--- src/rtl/tlal_pkg.sv ---
package tlal_pkg;
  // timing: printed times in microseconds, cycle counts derived from the clock rate
  localparam int unsigned CLK_MHZ = 20;
  localparam int unsigned CONV_TIME_US = 31250;
  localparam int unsigned CONV_CYCLES = CONV_TIME_US * CLK_MHZ;
  localparam int unsigned TIMEOUT_MIN_US = 25000;
  localparam int unsigned TIMEOUT_MAX_US = 35000;
  localparam int unsigned TIMEOUT_CYCLES = TIMEOUT_MIN_US * CLK_MHZ;
  localparam int unsigned RATE_W = 4;

  // register byte addresses
  localparam logic [7:0] ADR_CTRL = 8'h00;
  localparam logic [7:0] ADR_RATE = 8'h04;
  localparam logic [7:0] ADR_LOC_UPPER = 8'h08;
  localparam logic [7:0] ADR_REM_UPPER = 8'h0C;
  localparam logic [7:0] ADR_REM_LOWER = 8'h10;
  localparam logic [7:0] ADR_REM_CRIT = 8'h14;
  localparam logic [7:0] ADR_HYST = 8'h18;
  localparam logic [7:0] ADR_REM_OFFSET = 8'h1C;
  localparam logic [7:0] ADR_LOC_READ = 8'h20;
  localparam logic [7:0] ADR_REM_READ = 8'h24;
  localparam logic [7:0] ADR_STATUS = 8'h28;
  localparam logic [7:0] ADR_IRQ_STATUS = 8'h2C;
  localparam logic [7:0] ADR_IRQ_MASK = 8'h30;

  // reset values
  localparam logic [3:0] CTRL_RST = 4'h0;
  localparam logic [7:0] LOC_UPPER_RST = 8'h46;
  localparam logic [15:0] REM_UPPER_RST = 16'h4600;
  localparam logic [15:0] REM_LOWER_RST = 16'h0000;
  localparam logic [15:0] REM_CRIT_RST = 16'h6E00;
  localparam logic [7:0] HYST_RST = 8'h0A;
  localparam logic [15:0] REM_OFFSET_RST = 16'h0000;

  // remote word: 11 significant bits left justified, low 5 bits zero
  localparam int unsigned REM_PAD = 5;
  localparam logic [15:0] REM_KEEP = 16'hFFE0;
  // status bits that may drive the alert pin (busy and open excluded)
  localparam logic [5:0] STATUS_ALERT_BITS = 6'h0F;
  // interrupt bit positions
  localparam int unsigned IRQ_W = 3;
  localparam int unsigned IRQ_CONV = 0;
  localparam int unsigned IRQ_ALERT = 1;
  localparam int unsigned IRQ_TIMEOUT = 2;

  typedef struct packed {
    logic comp_mode;       // alert follows live comparison
    logic alert_mask;      // one blocks the alert pin
    logic pwm_off_standby; // stop pwm in standby
    logic standby;         // halt conversions
  } tlal_ctrl_t;

  typedef struct packed {
    logic busy;
    logic diode_open;
    logic remote_crit;
    logic remote_high;
    logic remote_low;
    logic local_high;
  } tlal_status_t;
endpackage

--- src/rtl/tlal_sync.sv ---
`timescale 1ns/1ns
// two-stage synchroniser for pin inputs
module tlal_sync #(
  parameter int unsigned W = 2
)(
  input wire logic clk_i,
  input wire logic rst_i,
  input wire logic [W-1:0] d_i,
  output logic [W-1:0] q_o
);
  logic [W-1:0] meta_reg; // first stage, read only by second stage
  logic [W-1:0] q_reg;

  // lines idle high, so reset to ones
  always_ff @(posedge clk_i) begin
    if (rst_i) begin
      meta_reg <= '1;
      q_reg <= '1;
    end else begin
      meta_reg <= d_i;
      q_reg <= meta_reg;
    end
  end

  assign q_o = q_reg;
endmodule

--- src/rtl/tlal_limit_cmp.sv ---
`timescale 1ns/1ns
// signed limit comparator with hysteresis band
module tlal_limit_cmp #(
  parameter int unsigned W = 8,
  parameter bit UPPER = 1'b1
)(
  input wire logic [W-1:0] value_i,
  input wire logic [W-1:0] limit_i,
  input wire logic [W-1:0] hyst_i,
  output logic trip_o,
  output logic clear_o
);
  logic signed [W+1:0] val_s; // widened to keep band math from wrapping
  logic signed [W+1:0] lim_s;
  logic signed [W+1:0] band_s;

  // trip outside the limit, clear only once back past the band
  always_comb begin
    val_s = signed'({{2{value_i[W-1]}}, value_i});
    lim_s = signed'({{2{limit_i[W-1]}}, limit_i});
    band_s = UPPER ? (lim_s - signed'({2'b00, hyst_i})) : (lim_s + signed'({2'b00, hyst_i}));
    trip_o = UPPER ? (val_s > lim_s) : (val_s < lim_s);
    clear_o = UPPER ? (val_s <= band_s) : (val_s >= band_s);
  end
endmodule

--- src/rtl/tlal_top.sv ---
`timescale 1ns/1ns
// Functional notes
// - compare local and remote readings against limits
// - set alert status bit after out-of-limit reading
// - unmasked status bits pull alert low
// - mask bit zero enables, one suppresses alert
// - critical output follows remote over critical, unlatched
// - hysteresis taken from hysteresis register
// - standby bit stops continuous conversions
// - standby pwm runs or stops per config
// - each conversion takes 31.25 ms
// - slower rate adds idle, conversion unchanged
// - 8-bit local, left-justified 11-bit remote words
// - signed offset added to remote reading
// - serial line low timeout resets, releases pins
// - serial timeout between 25 and 35 ms
// - comparator mode releases alert when condition clears
// - status clears on read, resets if persisting
module tlal_top #(
  parameter int unsigned CONV_CYCLES = tlal_pkg::CONV_CYCLES,
  parameter int unsigned TIMEOUT_CYCLES = tlal_pkg::TIMEOUT_CYCLES,
  parameter int unsigned RATE_W = tlal_pkg::RATE_W
)(
  input wire logic clk_i,
  input wire logic rst_i,
  input wire logic wb_cyc_i,
  input wire logic wb_stb_i,
  input wire logic wb_we_i,
  input wire logic [7:0] wb_adr_i,
  input wire logic [3:0] wb_sel_i,
  input wire logic [31:0] wb_dat_i,
  output logic [31:0] wb_dat_o,
  output logic wb_ack_o,
  input wire logic [7:0] local_sample_i,
  input wire logic [10:0] remote_sample_i,
  input wire logic diode_open_i,
  output logic conv_start_o,
  input wire logic pwm_low_i,
  output logic pwm_oe_o,
  output logic alert_oe_o,
  output logic tcrit_oe_o,
  input wire logic smb_scl_i,
  input wire logic smb_sda_i,
  input wire logic smb_sda_drive_i,
  output logic smb_sda_o,
  output logic smb_sda_oe_o,
  output logic smb_scl_oe_o,
  output logic smb_if_reset_o,
  output logic irq_o
);
  import tlal_pkg::*;

  localparam int unsigned TW = $clog2(CONV_CYCLES + 1);
  localparam int unsigned OW = $clog2(TIMEOUT_CYCLES + 1);

  typedef enum logic [1:0] {SEQ_STANDBY, SEQ_CONVERT, SEQ_PAUSE} tlal_seq_t;

  // byte-lane merge for wishbone writes
  function automatic logic [31:0] tlal_merge(input logic [31:0] old_v, input logic [31:0] new_v,
                                             input logic [3:0] sel);
    logic [31:0] r;
    r = old_v;
    for (int b = 0; b < 4; b++) begin
      if (sel[b]) begin
        r[b*8 +: 8] = new_v[b*8 +: 8];
      end
    end
    return r;
  endfunction

  // ---------------- bus state
  logic ack_reg, ack_next;
  logic [31:0] dat_reg, dat_next;
  logic acc; // access taken this cycle
  logic wr; // write taken this cycle
  logic st_read; // status register being read

  // ---------------- configuration state
  tlal_ctrl_t ctrl_reg, ctrl_next;
  logic [RATE_W-1:0] rate_reg, rate_next; // idle conversion periods between conversions
  logic [7:0] loc_upper_reg, loc_upper_next; // local_upper_limit
  logic [15:0] rem_upper_reg, rem_upper_next; // remote_upper_limit
  logic [15:0] rem_lower_reg, rem_lower_next; // remote_lower_limit
  logic [15:0] rem_crit_reg, rem_crit_next; // remote_critical_limit
  logic [7:0] hyst_reg, hyst_next; // hysteresis_value, whole degrees
  logic [15:0] offset_reg, offset_next; // remote_offset_upper_byte : remote_offset_lower_byte
  logic [IRQ_W-1:0] irq_mask_reg, irq_mask_next;

  // ---------------- sequencer state
  tlal_seq_t seq_reg, seq_next;
  logic [TW-1:0] timer_reg, timer_next;
  logic [RATE_W-1:0] pause_reg, pause_next;
  logic start_reg, start_next;
  logic done; // conversion completes at this edge

  // ---------------- readings and alerts
  logic [7:0] local_reading_reg, local_reading_next;
  logic [15:0] remote_reading_reg, remote_reading_next;
  logic [15:0] remote_corr; // offset-corrected remote word
  logic [15:0] rem_hyst; // hysteresis scaled to the remote word
  tlal_status_t status_reg, status_next;
  logic [3:0] act_reg, act_next; // comparator-mode active flags
  logic alert_reg, alert_next;
  logic tcrit_reg, tcrit_next;
  logic pwm_reg, pwm_next;
  logic [3:0] trip, clr;
  logic [IRQ_W-1:0] irq_st_reg, irq_st_next;
  logic irq_reg, irq_next;

  // ---------------- serial timeout
  logic [1:0] pin_s; // {scl, sda} synchronised
  logic [OW-1:0] to_cnt_reg, to_cnt_next;
  logic hold_reg, hold_next;
  logic to_pulse_reg, to_pulse_next;
  logic sda_oe_reg, sda_oe_next;

  tlal_sync #(.W(2)) u_sync (
    .clk_i(clk_i),
    .rst_i(rst_i),
    .d_i({smb_scl_i, smb_sda_i}),
    .q_o(pin_s)
  );

  // remote word: sample left justified, plus signed offset, low 5 bits cleared
  assign remote_corr = ({remote_sample_i, {REM_PAD{1'b0}}} + offset_reg) & REM_KEEP;
  assign rem_hyst = {hyst_reg, 8'h00};

  // limit comparators on new samples
  tlal_limit_cmp #(.W(8), .UPPER(1'b1)) u_loc_hi (
    .value_i(local_sample_i), .limit_i(loc_upper_reg), .hyst_i(hyst_reg),
    .trip_o(trip[0]), .clear_o(clr[0])
  );
  tlal_limit_cmp #(.W(16), .UPPER(1'b0)) u_rem_lo (
    .value_i(remote_corr), .limit_i(rem_lower_reg), .hyst_i(rem_hyst),
    .trip_o(trip[1]), .clear_o(clr[1])
  );
  tlal_limit_cmp #(.W(16), .UPPER(1'b1)) u_rem_hi (
    .value_i(remote_corr), .limit_i(rem_upper_reg), .hyst_i(rem_hyst),
    .trip_o(trip[2]), .clear_o(clr[2])
  );
  tlal_limit_cmp #(.W(16), .UPPER(1'b1)) u_rem_crit (
    .value_i(remote_corr), .limit_i(rem_crit_reg), .hyst_i(rem_hyst),
    .trip_o(trip[3]), .clear_o(clr[3])
  );

  // bus: ack one cycle after the strobe, dropped the cycle after
  always_comb begin
    ack_next = wb_cyc_i & wb_stb_i & ~ack_reg;
    acc = ack_next;
    wr = acc & wb_we_i;
    st_read = acc & ~wb_we_i & (wb_adr_i == ADR_STATUS);
    dat_next = dat_reg;
    if (acc & ~wb_we_i) begin
      unique case (wb_adr_i)
        ADR_CTRL: dat_next = {28'h000_0000, ctrl_reg};
        ADR_RATE: dat_next = {{(32-RATE_W){1'b0}}, rate_reg};
        ADR_LOC_UPPER: dat_next = {24'h00_0000, loc_upper_reg};
        ADR_REM_UPPER: dat_next = {16'h0000, rem_upper_reg};
        ADR_REM_LOWER: dat_next = {16'h0000, rem_lower_reg};
        ADR_REM_CRIT: dat_next = {16'h0000, rem_crit_reg};
        ADR_HYST: dat_next = {24'h00_0000, hyst_reg};
        ADR_REM_OFFSET: dat_next = {16'h0000, offset_reg};
        ADR_LOC_READ: dat_next = {24'h00_0000, local_reading_reg};
        ADR_REM_READ: dat_next = {16'h0000, remote_reading_reg};
        ADR_STATUS: dat_next = {26'h000_0000, status_reg};
        ADR_IRQ_STATUS: dat_next = {{(32-IRQ_W){1'b0}}, irq_st_reg};
        ADR_IRQ_MASK: dat_next = {{(32-IRQ_W){1'b0}}, irq_mask_reg};
        default: dat_next = 32'h0000_0000; // unmapped reads zero, still acked
      endcase
    end
  end

  always_ff @(posedge clk_i) begin
    if (rst_i) begin
      ack_reg <= 1'b0;
      dat_reg <= 32'h0000_0000;
    end else begin
      ack_reg <= ack_next;
      dat_reg <= dat_next;
    end
  end

  // configuration writes; a status read in interrupt mode masks further alerts
  always_comb begin
    ctrl_next = ctrl_reg;
    rate_next = rate_reg;
    loc_upper_next = loc_upper_reg;
    rem_upper_next = rem_upper_reg;
    rem_lower_next = rem_lower_reg;
    rem_crit_next = rem_crit_reg;
    hyst_next = hyst_reg;
    offset_next = offset_reg;
    irq_mask_next = irq_mask_reg;
    if (wr) begin
      unique case (wb_adr_i)
        ADR_CTRL: ctrl_next = 4'(tlal_merge({28'h000_0000, ctrl_reg}, wb_dat_i, wb_sel_i));
        ADR_RATE: rate_next = RATE_W'(tlal_merge({{(32-RATE_W){1'b0}}, rate_reg}, wb_dat_i, wb_sel_i));
        ADR_LOC_UPPER: loc_upper_next = 8'(tlal_merge({24'h00_0000, loc_upper_reg}, wb_dat_i, wb_sel_i));
        ADR_REM_UPPER: rem_upper_next = 16'(tlal_merge({16'h0000, rem_upper_reg}, wb_dat_i, wb_sel_i)) & REM_KEEP;
        ADR_REM_LOWER: rem_lower_next = 16'(tlal_merge({16'h0000, rem_lower_reg}, wb_dat_i, wb_sel_i)) & REM_KEEP;
        ADR_REM_CRIT: rem_crit_next = 16'(tlal_merge({16'h0000, rem_crit_reg}, wb_dat_i, wb_sel_i)) & REM_KEEP;
        ADR_HYST: hyst_next = 8'(tlal_merge({24'h00_0000, hyst_reg}, wb_dat_i, wb_sel_i));
        ADR_REM_OFFSET: offset_next = 16'(tlal_merge({16'h0000, offset_reg}, wb_dat_i, wb_sel_i)) & REM_KEEP;
        ADR_IRQ_MASK: irq_mask_next = IRQ_W'(tlal_merge({{(32-IRQ_W){1'b0}}, irq_mask_reg}, wb_dat_i, wb_sel_i));
        default: ; // read-only, unmapped or interrupt status (write one to clear, below): ignored here
      endcase
    end
    if (st_read & ~ctrl_reg.comp_mode & (|(status_reg & STATUS_ALERT_BITS))) begin
      ctrl_next.alert_mask = 1'b1;
    end
  end

  always_ff @(posedge clk_i) begin
    if (rst_i) begin
      ctrl_reg <= CTRL_RST;
      rate_reg <= '0;
      loc_upper_reg <= LOC_UPPER_RST;
      rem_upper_reg <= REM_UPPER_RST;
      rem_lower_reg <= REM_LOWER_RST;
      rem_crit_reg <= REM_CRIT_RST;
      hyst_reg <= HYST_RST;
      offset_reg <= REM_OFFSET_RST;
      irq_mask_reg <= '0;
    end else begin
      ctrl_reg <= ctrl_next;
      rate_reg <= rate_next;
      loc_upper_reg <= loc_upper_next;
      rem_upper_reg <= rem_upper_next;
      rem_lower_reg <= rem_lower_next;
      rem_crit_reg <= rem_crit_next;
      hyst_reg <= hyst_next;
      offset_reg <= offset_next;
      irq_mask_reg <= irq_mask_next;
    end
  end

  // conversion sequencer; standby lets a running conversion finish so readings stay whole
  always_comb begin
    seq_next = seq_reg;
    timer_next = timer_reg;
    pause_next = pause_reg;
    start_next = 1'b0;
    done = 1'b0;
    unique case (seq_reg)
      SEQ_STANDBY: begin
        if (!ctrl_reg.standby) begin
          seq_next = SEQ_CONVERT;
          timer_next = '0;
          start_next = 1'b1;
        end
      end
      SEQ_CONVERT: begin
        if (timer_reg == TW'(CONV_CYCLES - 1)) begin
          done = 1'b1;
          timer_next = '0;
          pause_next = rate_reg;
          if (ctrl_reg.standby) begin
            seq_next = SEQ_STANDBY;
          end else if (rate_reg != '0) begin
            seq_next = SEQ_PAUSE;
          end else begin
            start_next = 1'b1;
          end
        end else begin
          timer_next = timer_reg + 1'b1;
        end
      end
      SEQ_PAUSE: begin
        // idle periods are whole conversion lengths
        if (ctrl_reg.standby) begin
          seq_next = SEQ_STANDBY;
        end else if (timer_reg == TW'(CONV_CYCLES - 1)) begin
          timer_next = '0;
          pause_next = pause_reg - 1'b1;
          if (pause_reg <= RATE_W'(1)) begin
            seq_next = SEQ_CONVERT;
            start_next = 1'b1;
          end
        end else begin
          timer_next = timer_reg + 1'b1;
        end
      end
    endcase
  end

  always_ff @(posedge clk_i) begin
    if (rst_i) begin
      seq_reg <= SEQ_STANDBY;
      timer_reg <= '0;
      pause_reg <= '0;
      start_reg <= 1'b0;
    end else begin
      seq_reg <= seq_next;
      timer_reg <= timer_next;
      pause_reg <= pause_next;
      start_reg <= start_next;
    end
  end

  // readings, flag sets and critical pin taken at the conversion-done edge; alert and pwm pins update every cycle
  always_comb begin
    local_reading_next = local_reading_reg;
    remote_reading_next = remote_reading_reg;
    status_next = status_reg;
    act_next = act_reg;
    tcrit_next = tcrit_reg;
    if (st_read) begin
      status_next = '0;
    end
    if (done) begin
      local_reading_next = local_sample_i;
      remote_reading_next = remote_corr;
      // sets applied after the read clear so an event never gets lost
      status_next.local_high = status_next.local_high | trip[0];
      status_next.remote_low = status_next.remote_low | trip[1];
      status_next.remote_high = status_next.remote_high | trip[2];
      status_next.remote_crit = status_next.remote_crit | trip[3];
      status_next.diode_open = status_next.diode_open | diode_open_i;
      act_next = trip | (act_reg & ~clr);
      tcrit_next = trip[3];
    end
    status_next.busy = (seq_next == SEQ_CONVERT);
    // pin evaluated from the same next flags, so both move on one edge
    if (ctrl_next.alert_mask) begin
      alert_next = 1'b0;
    end else if (ctrl_reg.comp_mode) begin
      alert_next = |act_next;
    end else begin
      alert_next = |(status_next & STATUS_ALERT_BITS);
    end
    pwm_next = pwm_low_i & ~(ctrl_reg.standby & ctrl_reg.pwm_off_standby);
  end

  always_ff @(posedge clk_i) begin
    if (rst_i) begin
      local_reading_reg <= 8'h00;
      remote_reading_reg <= 16'h0000;
      status_reg <= '0;
      act_reg <= 4'h0;
      alert_reg <= 1'b0;
      tcrit_reg <= 1'b0;
      pwm_reg <= 1'b0;
    end else begin
      local_reading_reg <= local_reading_next;
      remote_reading_reg <= remote_reading_next;
      status_reg <= status_next;
      act_reg <= act_next;
      alert_reg <= alert_next;
      tcrit_reg <= tcrit_next;
      pwm_reg <= pwm_next;
    end
  end

  // serial low timeout: hold pins released until both lines are high again
  always_comb begin
    to_cnt_next = to_cnt_reg;
    hold_next = hold_reg;
    to_pulse_next = 1'b0;
    if (pin_s != 2'b11) begin
      if (to_cnt_reg == OW'(TIMEOUT_CYCLES - 1)) begin
        to_pulse_next = ~hold_reg;
        hold_next = 1'b1;
      end else begin
        to_cnt_next = to_cnt_reg + 1'b1;
      end
    end else begin
      to_cnt_next = '0;
      hold_next = 1'b0;
    end
    sda_oe_next = smb_sda_drive_i & ~hold_next;
  end

  always_ff @(posedge clk_i) begin
    if (rst_i) begin
      to_cnt_reg <= '0;
      hold_reg <= 1'b0;
      to_pulse_reg <= 1'b0;
      sda_oe_reg <= 1'b0;
    end else begin
      to_cnt_reg <= to_cnt_next;
      hold_reg <= hold_next;
      to_pulse_reg <= to_pulse_next;
      sda_oe_reg <= sda_oe_next;
    end
  end

  // interrupt: sticky events, write one to clear, set wins
  always_comb begin
    irq_st_next = irq_st_reg;
    if (wr && wb_adr_i == ADR_IRQ_STATUS && wb_sel_i[0]) begin
      irq_st_next = irq_st_reg & ~wb_dat_i[IRQ_W-1:0];
    end
    irq_st_next[IRQ_CONV] = irq_st_next[IRQ_CONV] | done;
    irq_st_next[IRQ_ALERT] = irq_st_next[IRQ_ALERT] | (alert_next & ~alert_reg);
    irq_st_next[IRQ_TIMEOUT] = irq_st_next[IRQ_TIMEOUT] | to_pulse_next;
    irq_next = |(irq_st_next & irq_mask_next);
  end

  always_ff @(posedge clk_i) begin
    if (rst_i) begin
      irq_st_reg <= '0;
      irq_reg <= 1'b0;
    end else begin
      irq_st_reg <= irq_st_next;
      irq_reg <= irq_next;
    end
  end

  assign wb_ack_o = ack_reg;
  assign wb_dat_o = dat_reg;
  assign conv_start_o = start_reg;
  assign pwm_oe_o = pwm_reg;
  assign alert_oe_o = alert_reg;
  assign tcrit_oe_o = tcrit_reg;
  assign smb_sda_o = 1'b0; // open drain: only ever drives low
  assign smb_sda_oe_o = sda_oe_reg;
  assign smb_scl_oe_o = 1'b0; // clock never driven, no stretching
  assign smb_if_reset_o = to_pulse_reg;
  assign irq_o = irq_reg;
endmodule

--- config.mk ---
export PLATFORM = sky130hd
export DESIGN_NAME = tlal_top
export DESIGN_NICKNAME = d
export VERILOG_FILES = /design/src/rtl/tlal_pkg.sv /design/src/rtl/tlal_sync.sv /design/src/rtl/tlal_limit_cmp.sv /design/src/rtl/tlal_top.sv
export SDC_FILE = /design/constraint.sdc
export NUM_CORES = 1
export LEC_CHECK = 0
export ABC_AREA = 1
export BUFFER_PORTS_ARGS = -buffer_cell sky130_fd_sc_hd__buf_2
export CORE_ASPECT_RATIO = 0.5
export CORE_MARGIN = 2
export CORE_UTILIZATION = 49
export CTS_CLUSTER_DIAMETER = 80
export DETAILED_ROUTE_END_ITERATION = 8
export PLACE_DENSITY = 0.75
export SETUP_SLACK_MARGIN = 0.3
export SLEW_MARGIN = 5
export SYNTH_ARGS = -nofsm -noshare
export SYNTH_HDL_FRONTEND = slang
export SYNTH_SLANG_ARGS = --single-unit
--- constraint.sdc ---
create_clock -name clk_i -period 3.7 [get_ports clk_i]
set_input_delay 0.37 -clock clk_i [delete_from_list [all_inputs] [get_ports clk_i]]
set_output_delay 0.37 -clock clk_i [all_outputs]
set_load 0.01 [all_outputs]
Word level (Yosys, flattened, before mapping)
Index checks and enable logic that the tools add are counted.

operators by class
  add/subtract/negate cells = 8
  multiply operators = 0
  div/mod/pow operators = 0
  order comparisons = 9
  equality and inequality tests = 22
  shift operators = 0
  muxes and demuxes = 44
  bitwise gates (word level) = 33
  reductions and logical operators = 25

operators by type and width
  operator                 number
  $pmux W16 S13            1
  $mux W20                 3
  $pmux W20 S3             1
  $eq A8 B6 Y1 const B     5
  $le A16 B18 Y1           2
  $reduce_and A3 Y1        12
  $sub A16 B17 Y18         2
  $eq A8 B5 Y1 const B     4
  $gt A16 B16 Y1           2
  $mux W3                  7
  $add A20 B1 Y20 const B  1
  $eq A20 B20 Y1 const B   1
  $add A19 B1 Y19 const B  1
  $eq A19 B19 Y1 const B   1
  $add A16 B17 Y18         1
  $ge A16 B18 Y1           1
  $add A16 B16 Y16         1
  $eq A8 B4 Y1 const B     2
  $lt A16 B16 Y1           1
  $mux W1                  16
  $mux W4                  4
  $mux W2                  7
  $reduce_or A4 Y1         3
  $and A1 B1 Y1            11
  29 further kinds         51

storage, ports and cells
  register bits after elaboration = 193
  latch bits = 0
  memory bits (writable) = 0
  memory bits (read-only) = 0
  input bits = 73
  output and inout bits = 42
  memories = 0

Depth between registers and ports, before layout
Gate-level depths: netlist of the first run.

  depth after elaboration = 14
  depth in mapped cells = 29
  gate-level depth less buffers = 29

Modules after synthesis
A second synthesis of the first run with hierarchy kept.

second synthesis, totals
  cells, all modules = 2300
  area, all modules = 15041.9 µm²

modules (own cells, without submodules)
  module                       instances  cells each  area an instance (µm²)  seq. area each (µm²)
  tlal_top                     1          1191        8460.6                  3463.3
  tlal_limit_cmp (u_rem_crit)  1          319         1881.8                  0.0
  tlal_limit_cmp (u_rem_hi)    1          314         1853.0                  0.0
  tlal_limit_cmp (u_rem_lo)    1          310         1806.7                  0.0
  tlal_limit_cmp (u_loc_hi)    1          153         923.4                   0.0
  tlal_sync                    1          13          116.4                   80.1

Least setup slack after synthesis of the first run
Ideal clock, no wire load.

  kind = input to register
  from = in remote_sample_i[2]
  to = reg irq_reg, in the netlist irq_o
  library setup time = 112 ps
  data arrival time = 3353 ps
  setup slack = 234 ps
  cell stages on the path = 26
  path buffers = 0
  path through = ha_1 -> nand3_1 -> nand2_1 -> nand2_1 -> a21oi_1 -> nor2_1 -> o21ai_0 -> nand2_1 -> nand2_1 -> a21oi_1 -> xnor2_1 -> ha_1 -> nand2_1 -> inv_1 -> a21oi_1 -> nand3_1 -> xor2_1 -> nand2_1 -> o21a_1 -> nand3_1 -> nor2_2 -> nor2_4 -> nand3_2 -> nand2_1 -> nand2_1 -> nand2_1

between the ends
  longest elaborated chain between the ends = 13

ends and longest elaborated chain
  item                                                     line                  source
  start: declaration                                       tlal_top.sv:35        input wire logic [10:0] remote_sample_i,
  $add A16 B16 Y16 (*)                                     tlal_top.sv:125       assign remote_corr = ({remote_sample_i, {REM_PAD{1'b0}}} + offset_reg) & REM_KEEP;
  via remote_corr[14]                                      tlal_top.sv:99        logic [15:0] remote_corr;
  $ge A16 B18 Y1 / $le A16 B18 Y1 (equally long branches)  tlal_limit_cmp.sv:23  clear_o = UPPER ? (val_s <= band_s) : (val_s >= band_s);
  $not A4 Y4                                               tlal_top.sv:319       act_next = trip | (act_reg & ~clr);
  $and A4 B4 Y4                                            tlal_top.sv:319
  $or A4 B4 Y4                                             tlal_top.sv:319
  $mux W4                                                  tlal_top.sv:310       if (done) begin
  $reduce_or A4 Y1                                         tlal_top.sv:327       alert_next = |act_next;
  $mux W1 (*)                                              tlal_top.sv:326       end else if (ctrl_reg.comp_mode) begin
  $mux W1 (*)                                              tlal_top.sv:324       if (ctrl_next.alert_mask) begin
  $and A1 B1 Y1 (*)                                        tlal_top.sv:394       irq_st_next[IRQ_ALERT] = irq_st_next[IRQ_ALERT] | (alert_next & ~alert_reg);
  $or A1 B1 Y1 (*)                                         tlal_top.sv:394
  $and A3 B3 Y3 (*)                                        tlal_top.sv:396       irq_next = |(irq_st_next & irq_mask_next);
  $reduce_or A3 Y1 (*)                                     tlal_top.sv:396
  end signal: assignment                                   tlal_top.sv:405       irq_reg <= irq_next;
  end: declaration                                         tlal_top.sv:108       logic irq_reg, irq_next;

The timed path passes the listed nets; every way through them passes the cells marked *.
A chain may end at the register's enable or synchronous reset.

Worst setup path after layout of the first run
  from = reg hyst_reg[0]
  to = reg irq_reg, in the netlist irq_o

between the ends
  longest elaborated chain between the ends = 13

ends and longest elaborated chain
  item                                            line                  source
  start: declaration                              tlal_top.sv:85        logic [7:0] hyst_reg, hyst_next;
  start signal: assignment                        tlal_top.sv:231       hyst_reg <= hyst_next;
  $add A16 B17 Y18, or another cell as far along  tlal_limit_cmp.sv:21  band_s = UPPER ? (lim_s - signed'({2'b00, hyst_i})) : (lim_s + signed'({2'b00, hyst_i}));
  $ge A16 B18 Y1, or another cell as far along    tlal_limit_cmp.sv:23
  $not A4 Y4 (*)                                  tlal_top.sv:319
  $and A4 B4 Y4 (*)                               tlal_top.sv:319
  $or A4 B4 Y4 (*)                                tlal_top.sv:319
  $mux W4 (*)                                     tlal_top.sv:310
  $reduce_or A4 Y1 (*)                            tlal_top.sv:327
  $mux W1 (*)                                     tlal_top.sv:326
  $mux W1 (*)                                     tlal_top.sv:324
  $and A1 B1 Y1 (*)                               tlal_top.sv:394
  $or A1 B1 Y1 (*)                                tlal_top.sv:394
  $and A3 B3 Y3 (*)                               tlal_top.sv:396
  $reduce_or A3 Y1 (*)                            tlal_top.sv:396

Mark *: on every way between the ends. The rest lies on a longest branch, timed or not.

==> out/summary.txt, run 1 <==
Gr usage total = 28.81%
Cell taking the most area after synthesis = dfxtp_1
Hold Crit Class = in -> reg
Global-route wire length before repair = 56720 um
CP arrival = 3.93 ns
# IOs = 115
Final period utilization = 96.37%
Hold Path Stages = 2
Leak = 6.192 nW
Routed vias/inst = 5.581
N_diodes = 0
Seq/Total Area, Yosys = 30.10%
Max-slew violation count = 0
Length of routed wiring on met1 = 16260 um
DR DRC count = 0
Crit path cell chain = ha_4, inv_1, fa_2, nand3_2, nand2_2, a21oi_2, o21ai_2, a21o_1, a21oi_2, xor2_1, ha_1, nand2_2, o21a_1, nand3_1, xor2_1, o21ai_1, nand2_1, nand3_2, nor2_2, nand3_2, nand3_2, nand2_1, nand2_1, nand2_1
Die Y = 113.6 um
Final WL = 37240 um
Post-synth top area share = 30.10%
Largest net degree at the start of global routing = 47
Row count = 40
Area Growth Syn to Fin = 22.01%
Multi-input gate area = 7636 sq um
Post-CTS Hold Buffers = 0
Vias = 12072
Met2 WL = 16260 um
H-tree Lvls = 4
Syn Inst Count = 1665
Count leader, synth = nand2_1
CP max stage cell = dfxtp_4
Kind of critical path = reg -> reg
Die X = 223.2 um
Worst Clk Skew = 0.01234 ns
Top_reg_cell synth = dfxtp_1
Worst skew pair latency = 0.47 ns
CTS Buffer Depth = 2
Synthesis Warnings = 0
Max reg flops = 20
Wire per inst = 17.22 um
Vias in the first global route = 10849
Worst hold slack = 0.07991 ns
CTS tree = yes
Clock period minus worst slack = 3.566 ns
CP required = 4.06 ns
Worst-Margin Slew = 0.8528 ns
Relative slew slack = 42.93%
Dominant cells by area after synthesis = dfxtp_1, ha_1, nand2_1, a21oi_1, inv_1
DRT antenna net count = 0
Syn_area_per_cell = 7.071 sq um
Hold endpoint = u_sync.meta_reg[0]$_SDFF_PP1_
Initial antenna violation count = 1
Initial Utilization = 49.52%
Reg-to-reg startpoint = hyst_reg[0]$_SDFFE_PP0P_
Hold Vio Cnt, Final = 0
Number of synthesized flops with an enable pin = 0
Port bufs = 78
CP max FO = 3
DRT Pass-1 Iters = 5
Sequential cell area = 3557 sq um
Reg2Reg Depth = 24
Max-cap violations = 0
Reg clk slew, reported paths = 0.08 ns
Flop2flop setup slack = 0.13 ns
Dpl ws = -0.2609 ns
Total grt overflow = 0
Max VDD drop = 0.1978 mV
Status = complete, no violations
Synthesized flop and latch total = 177
Clock Sink Count = 177
Placed cells = 2111
Die area = 25360 sq um
Fill cells = 2059
Setup-failing EPs final = 0
Hpwl dp = 27770 um
Placer congestion estimate = 0.9578
Routed wl met3 = 3361 um
Beginning of the worst hold path = smb_sda_i
Post-Syn Area = 11770 sq um
R2R Path End = irq_o$_SDFF_PP0_
Core area = 23770 sq um
Finished Layout Cells = 2163
CTS root buf = clkbuf_16
Final Net Count = 2042
Top sig layer = met5
1st-iter DRT viols = 1183
Max Fclk = 280.5 MHz
Endpoint type of the worst setup path = flop
Layout cell share with drive strength beyond 1 = 20.18%
CP Launch Type = flop
Commonest cells post-synth = nand2_1, inv_1, dfxtp_1, a21oi_1, nor2_1
Crit-path max cell delay = 0.40 ns
CTS Buf Count = 17
Pwr/cell area = 292.6 nW/um^2
Post-synth ARST share = 0%
RSZ-0062 raised after global routing = yes
Final worst setup slack = 0.1344 ns
Yosys cell types = 56
## critical path: cells and delay by family (launching register included)
kind | cells | cell delay, ns
xor gates and xnor gates | 2 | 0.34
DFF | 1 | 0.40
buffers and inverters | 1 | 0.06
AOI/OAI and AO/OA | 6 | 0.76
adders and majority gates | 3 | 0.79
and+or+nand+nor | 12 | 1.13
## worst max path at each step
stage | startpoint | end | depth (start not counted)
after CTS | hyst_reg[0]$_SDFFE_PP0P_ | irq_o$_SDFF_PP0_ | 27
after floorplan | hyst_reg[1]$_SDFFE_PP1P_ | irq_o$_SDFF_PP0_ | 27
after global placement | remote_sample_i[2] | irq_o$_SDFF_PP0_ | 29
final | hyst_reg[0]$_SDFFE_PP0P_ | irq_o$_SDFF_PP0_ | 24
after global routing | offset_reg[7]$_SDFFE_PP0P_ | irq_o$_SDFF_PP0_ | 28
after detailed placement | remote_sample_i[2] | irq_o$_SDFF_PP0_ | 29
## cells by family (layout without fill, tap and decap cells)
group,after synthesis,in the layout,synth area share (%)
flip-flops,177,177,30.10
other,1,18,0.03185
buffers and inverters,295,461,10.01
AND/OR/NAND/NOR,616,616,22.89
AO/OA/AOI/OAI,396,396,18.98
adder cells (fa/ha/maj),134,134,14.56
XOR/XNOR,46,46,3.422
## power by group
part           internal (mW)  switching, mW
clock                  0.917          0.933
sequential              1.91        0.00750
combinational          0.164          0.268
total                   2.99           1.21
## routing by layer
layer / vias to the layer above / global-route usage, %
li1: 5859 / -
met4: 2 / 10.65
met5: - / 0
met2: 514 / 45.58
met1: 5580 / 39.18
met3: 117 / 5.770
## final cells by class
| class | instances | share of cell area [%] |
|---|---|---|
| Clock buffer | 17 | 2.962 |
| Clock inverter | 15 | 1.307 |
| Inverter | 245 | 6.463 |
| Multi-Input combinational cell | 1210 | 53.16 |
| Sequential cell | 177 | 24.76 |
| Tap cell | 315 | 2.744 |
| Timing Repair Buffer | 184 | 8.598 |
## through the flow
stage	TNS [ns]	power (mW)	util (%)	cell area, sq um
floorplan	0	2.203	-	11840
global route	-0.06193	4.347	60.42	14360
CTS	0	4.176	58.32	13860
global placement	-0.4796	2.338	54.86	13040
finish	0	4.204	60.42	14360
detailed placement	-0.6186	2.344	54.86	13040
## repair_timing
action | in CTS | in global routing
hold endpoints to repair | 0 | 0
endpoints found under the setup margin | 7 | 7
setup buffers | 8 | 12
gates resized for setup | 40 | 78
pin swaps | 19 | 60
## placed cells by master, fill, tap and decap left out, types with 5 or more instances in the layout
cell type  netlist  routed
nor4_1          13      12
xnor2_1         18      15
ha_1           129     111
ha_4             0      18
nor2_4           4       6
clkbuf_16        0      17
nor2_2          12      15
nand3_2          7      16
nor3_2           3       5
buf_4           18     100
a21oi_1        171     151
o21ai_1          4       9
o21a_1           9       9
buf_2            2      78
nand2_2          5      16
clkinv_8         0       6
inv_2           14      19
o211ai_1        24      24
a21oi_2          0      20
nand2_1        294     283
o22ai_1         17      17
conb_1           1      18
nor2_1         159     154
a221oi_1         6       6
nand3_1         60      51
o21ai_0        123     115
nand4_1         15      15
a211oi_1        10       9
or2_2           10      10
inv_1          227     219
a21o_1           5       5
dfxtp_1        177     172
xor2_1          28      26
nor3_1          22      20
Power figures use the tool's default switching activity.
==> run 2, diff against run 1 <==
- SETUP_SLACK_MARGIN: 0.3 -> default
==> run 2 against run 1 <==
Against the previous run: final cell count decreased by 0.55%; total power down 4.0%; combinational power decreased by 6.0%; first-iteration DRC count fell by 14%; setup slack lost 0.0029 ns; non-clock buffer count down 13; clock skew shrank 0.0016 ns; sequential cell count did not move; critical path type unchanged.
==> out/summary.txt, run 2 (synthesized netlist as in run 1, its figures left out) <==
CP Launch Type = flop
Vias = 11650
CTS Buffer Depth = 2
Final WL = 34750 um
Max-slew violation count = 0
Reg clk slew, reported paths = 0.07 ns
DR DRC count = 0
CP arrival = 3.93 ns
Row count = 40
CP max FO = 4
CTS root buf = clkbuf_16
Reg-to-reg startpoint = offset_reg[8]$_SDFFE_PP0P_
Clock period minus worst slack = 3.568 ns
Core area = 23770 sq um
Reg2Reg Depth = 24
Final Net Count = 2029
Worst-Margin Slew = 0.8198 ns
R2R Path End = irq_o$_SDFF_PP0_
Hold Path Stages = 2
Final Util = 58.58%
Layout cell share with drive strength beyond 1 = 17.78%
Final Cell Area = 13930 sq um
Cell mode on critical path = nand2_1
Worst hold slack = 0.09806 ns
Hold Vio Cnt, Final = 0
Beginning of the worst hold path = smb_sda_i
Wire per inst = 16.16 um
# IOs = 115
Final period utilization = 96.45%
Status = complete, no violations
Gr usage total = 27.14%
Finished Layout Cells = 2151
Largest net degree at the start of global routing = 46
Hpwl dp = 27100 um
Relative slew slack = 45.14%
Vias in the first global route = 10550
CP required = 4.06 ns
Worst skew pair latency = 0.45 ns
Kind of critical path = reg -> reg
Routed vias/inst = 5.416
Setup-failing EPs final = 0
Post-CTS Hold Buffers = 0
DRT Pass-1 Iters = 9
Die area = 25360 sq um
Total power = 4.034 mW
Area Growth Syn to Fin = 18.29%
Die X = 223.2 um
Crit-path max cell delay = 0.34 ns
CP max stage cell = dfxtp_2
Placed cells = 2111
Placer congestion estimate = 0.9846
Port bufs = 78
Most common cell after layout, fill and taps aside = nand2_1
CTS Buf Count = 17
Hold endpoint = u_sync.meta_reg[0]$_SDFF_PP1_
Leak = 6.091 nW
Initial Utilization = 49.52%
Max Fclk = 280.2 MHz
Total grt overflow = 0
RSZ-0062 raised after global routing = yes
CTS tree = yes
Global-route wire length before repair = 53540 um
1st-iter DRT viols = 1016
Flop2flop setup slack = 0.13 ns
Max-cap violations = 0
Die Y = 113.6 um
Area after DPL = 13030 sq um
Initial antenna violation count = 2
Most frequent cells in the layout = nand2_1, inv_1, dfxtp_1
Max VDD drop = 0.2829 mV
Hold Crit Class = in -> reg
Crit path cell chain = ha_1, nand2_1, nand2_1, nand2_1, nand2_1, a21oi_2, o21bai_1, xnor2_2, inv_2, buf_4, ha_1, a21o_1, a21oi_1, nand3_1, xor2_1, nand2_1, o21a_1, nand3_1, nor2_2, nor2_4, nand3_2, nand2_1, nand2_1, nand2_1
Max reg flops = 20
Endpoint type of the worst setup path = flop
Clock Sink Count = 177
DRT antenna net count = 0
H-tree Lvls = 4
Pwr/cell area = 289.6 nW/um^2
Worst Clk Skew = 0.01078 ns
==> run 2: changes by cell type in the layout (fill, tap and decap cells not counted), sizes merged <==
cell    before  now
clkbuf      17   21
diode        0    2
buf        184  171
inv        247  242
==> run 2: timing repair <==
item,CTS,global route
buffers inserted,0,7
endpoints found under the setup margin,3,6
pin swaps,0,30
gates resized for setup,3,73
==> run 2: layer usage <==
layer | track usage (%) | wire length, um
met1 | 35.94 | 15930
met2 | 42.96 | 14960
met3 | 7.110 | 2906
met4 | 9.754 | 963
met5 | 0 | 0
==> run 2: layout make-up <==
class                           count  area (sq um)
Sequential cell                   177          3553
Tap cell                          315         394.1
Timing Repair Buffer              171          1117
Clock buffer                       21         460.4
Clock inverter                     10         82.58
Antenna cell                        2         5.005
Inverter                          245         920.9
Multi-Input combinational cell   1210          7392
Fill cell                        2155          9847
==> run 2: through the flow <==
stage	setup TNS, ns	setup slack [ns]
global placement	-0.1038	-0.09200
detailed placement	-0.3192	-0.1657
CTS	0	0.01817
global route	-0.1914	-0.1533
floorplan	0	0.2344
finish	0	0.1315
==> run 2: worst max-delay path by stage <==
stage,slack [ns],endpoint,startpoint,cells after the start
2_1_floorplan,0.23,irq_o$_SDFF_PP0_,remote_sample_i[2],26
5_1_grt,-0.15,irq_o$_SDFF_PP0_,hyst_reg[0]$_SDFFE_PP0P_,27
3_3_place_gp,-0.09,irq_o$_SDFF_PP0_,remote_sample_i[2],25
4_1_cts,0.02,irq_o$_SDFF_PP0_,hyst_reg[1]$_SDFFE_PP1P_,26
3_5_place_dp,-0.17,irq_o$_SDFF_PP0_,remote_sample_i[0],22
6_report,0.13,irq_o$_SDFF_PP0_,offset_reg[8]$_SDFFE_PP0P_,24
==> run 2: power breakdown <==
| part | total (mW) | internal (mW) | switching (mW) |
|---|---|---|---|
| Combinational | 0.406 | 0.149 | 0.257 |
| Clock | 1.70 | 0.898 | 0.807 |
| Sequential | 1.92 | 1.92 | 0.00719 |
==> run 2: critical path, delay by kind of cell (launching register included) <==
family | cells | cell delay [ns]
buf+inv | 2 | 0.30
simple gates | 13 | 1.08
fa+ha+maj | 2 | 0.63
xor+xnor | 2 | 0.37
compound gates | 5 | 0.77
flops | 1 | 0.34
==> run 3, diff against run 2 <==
==> constraint.sdc (replaced) <==
create_clock -name clk_i -period 3.7 [get_ports clk_i]
set_input_delay 0.555 -clock clk_i [delete_from_list [all_inputs] [get_ports clk_i]]
set_output_delay 0.555 -clock clk_i [all_outputs]
set_load 0.01 [all_outputs]
==> run 3 against run 2 <==
Against the previous run: clock-buffer cell count shrank 3; worst hold slack improved by 0.18 ns; final cell count grew 0.14%; critical endpoint unchanged; combinational power rose by 1%; die area is the same; setup slack worse by 0.0079 ns; clock power increased by 5%; non-clock buffer count rose by 5; first-iteration DRC count decreased by 7.8%.
==> out/summary.txt, run 3 (synthesized netlist as in run 1, its figures left out) <==
Fill cells = 2121
Largest net degree at the start of global routing = 47
Hpwl dp = 26850 um
CTS tree = yes
Reg clk slew, reported paths = 0.08 ns
CP Launch Type = flop
Status = complete, no violations
Die area = 25360 sq um
Pwr/cell area = 294.3 nW/um^2
Relative slew slack = 40.51%
H-tree Lvls = 4
Leak = 6.121 nW
1st-iter DRT viols = 937
Worst skew pair latency = 0.46 ns
Worst Clk Skew = 0.01351 ns
Global-route wire length before repair = 53990 um
Initial antenna violation count = 1
Kind of critical path = reg -> reg
Most frequent cells in the layout = nand2_1, inv_1, dfxtp_1
Routed vias/inst = 5.445
Endpoint type of the worst setup path = flop
Die Y = 113.6 um
DRT antenna net count = 0
Most common cell after layout, fill and taps aside = nand2_1
DR DRC count = 0
Final period utilization = 96.66%
Sequential cell area = 3553 sq um
Total grt overflow = 0
Hold Crit Class = in -> reg
Setup-failing EPs final = 0
DRT Pass-1 Iters = 5
Clock Sink Count = 177
Max-slew violation count = 0
CTS root buf = clkbuf_16
Multi-input gate area = 7417 sq um
CP required = 4.06 ns
Final TNS setup = 0 ns
Max-cap violations = 0
Final WL = 35100 um
CP arrival = 3.94 ns
CTS Buffer Depth = 2
Clock period minus worst slack = 3.576 ns
Final Util = 59.01%
Port bufs = 78
Worst-Margin Slew = 0.8890 ns
CTS Buf Count = 17
Area Growth Syn to Fin = 19.15%
Core area = 23770 sq um
Die X = 223.2 um
RSZ-0062 raised after global routing = yes
Vias = 11729
Layout cell share with drive strength beyond 1 = 18.34%
Placer congestion estimate = 1.001
Max reg flops = 20
Max VDD drop = 0.2863 mV
Vias in the first global route = 10366
CP max FO = 3
Initial Utilization = 49.52%
Final Net Count = 2034
# IOs = 115
Row count = 40
Hold Vio Cnt, Final = 0
Max Fclk = 279.6 MHz
Wire per inst = 16.30 um
Gr usage total = 27.45%
Worst hold slack = 0.2774 ns
-- run 3: cell count changes in the layout (fill, tap and decap cells not counted), sizes merged --
cell    change
buf         +5
inv         +4
clkbuf      -3
clkinv      -3
bufinv      +1
diode       -1
-- run 3: cell type report --
class,instances,share of cell area (%)
multi-input combinational,1210,52.88
sequential,177,25.33
timing repair buffer,176,8.349
inverter,245,6.565
clock buffer,18,3.131
tap,315,2.810
clock inverter,12,0.9187
antenna,1,0.01784
-- run 3: final timing paths --
| check | from | end | slack [ns] | depth (start not counted) |
|---|---|---|---|---|
| setup / recovery | hyst_reg[0]$_SDFFE_PP0P_ | irq_o$_SDFF_PP0_ | 0.12 | 25 |
| hold / removal | smb_scl_i | u_sync.meta_reg[1]$_SDFF_PP1_ | 0.28 | 2 |
| setup reg to reg | hyst_reg[0]$_SDFFE_PP0P_ | irq_o$_SDFF_PP0_ | 0.12 | 25 |
| hold reg to reg | u_sync.meta_reg[1]$_SDFF_PP1_ | u_sync.q_o[1]$_SDFF_PP1_ | 0.40 | 1 |
-- run 3: critical path: stages (launching register included) --
cell	delay (ns)
dfxtp_2	0.35
buf_4	0.11
ha_4	0.12
inv_2	0.04
fa_2	0.38
nand3_2	0.09
nand2_2	0.06
a21oi_2	0.16
o21ai_2	0.07
a21o_1	0.17
a21oi_2	0.17
xor2_1	0.17
ha_1	0.26
nand2_2	0.11
o21a_1	0.14
nand3_1	0.08
xor2_1	0.16
o21ai_1	0.08
nand2_1	0.13
nand3_2	0.12
nor2_4	0.15
nand3_4	0.11
nand3_2	0.10
nand2_1	0.06
nand2_1	0.06
nand2_1	0.05
-- run 3: timing repair --
item / 4_1_cts / 5_1_grt
gates resized for setup: 3 / 83
endpoints found under the hold margin: 0 / 0
setup endpoints to repair: 3 / 5
setup buffers: 0 / 16
hold buffers: 0 / 0
cloned: 0 / 0
pin swaps: 1 / 41
-- run 3: where the power goes --
group          total (mW)  switching, mW  internal [mW]  leakage [nW]
sequential           1.92        0.00693           1.92          1.43
clock                1.79          0.838          0.956         0.279
combinational       0.410          0.257          0.153          4.41
total                4.13           1.10           3.03          6.12
-- run 3: per-stage QoR --
step                      std cells  worst slack [ns]  area [sq um]  total power, mW
after floorplan                1682           0.04936         11840            2.203
after global placement         2107           -0.3132         12990            2.340
after detailed placement       2107           -0.3411         12990            2.345
after CTS                      2137          0.008697         13570            4.107
after global routing           2153           -0.1041         14020            4.262
final                          2154            0.1236         14030            4.128
-- run 3: per-layer routing --
metal / vias to the layer above / global-route usage, % / routed length, um
met3: 85 / 5.873 / 2656
met4: 0 / 11.95 / 1203
met1: 5359 / 37.45 / 16080
li1: 5838 / - / -
met5: - / 0 / 0
met2: 447 / 42.13 / 15160
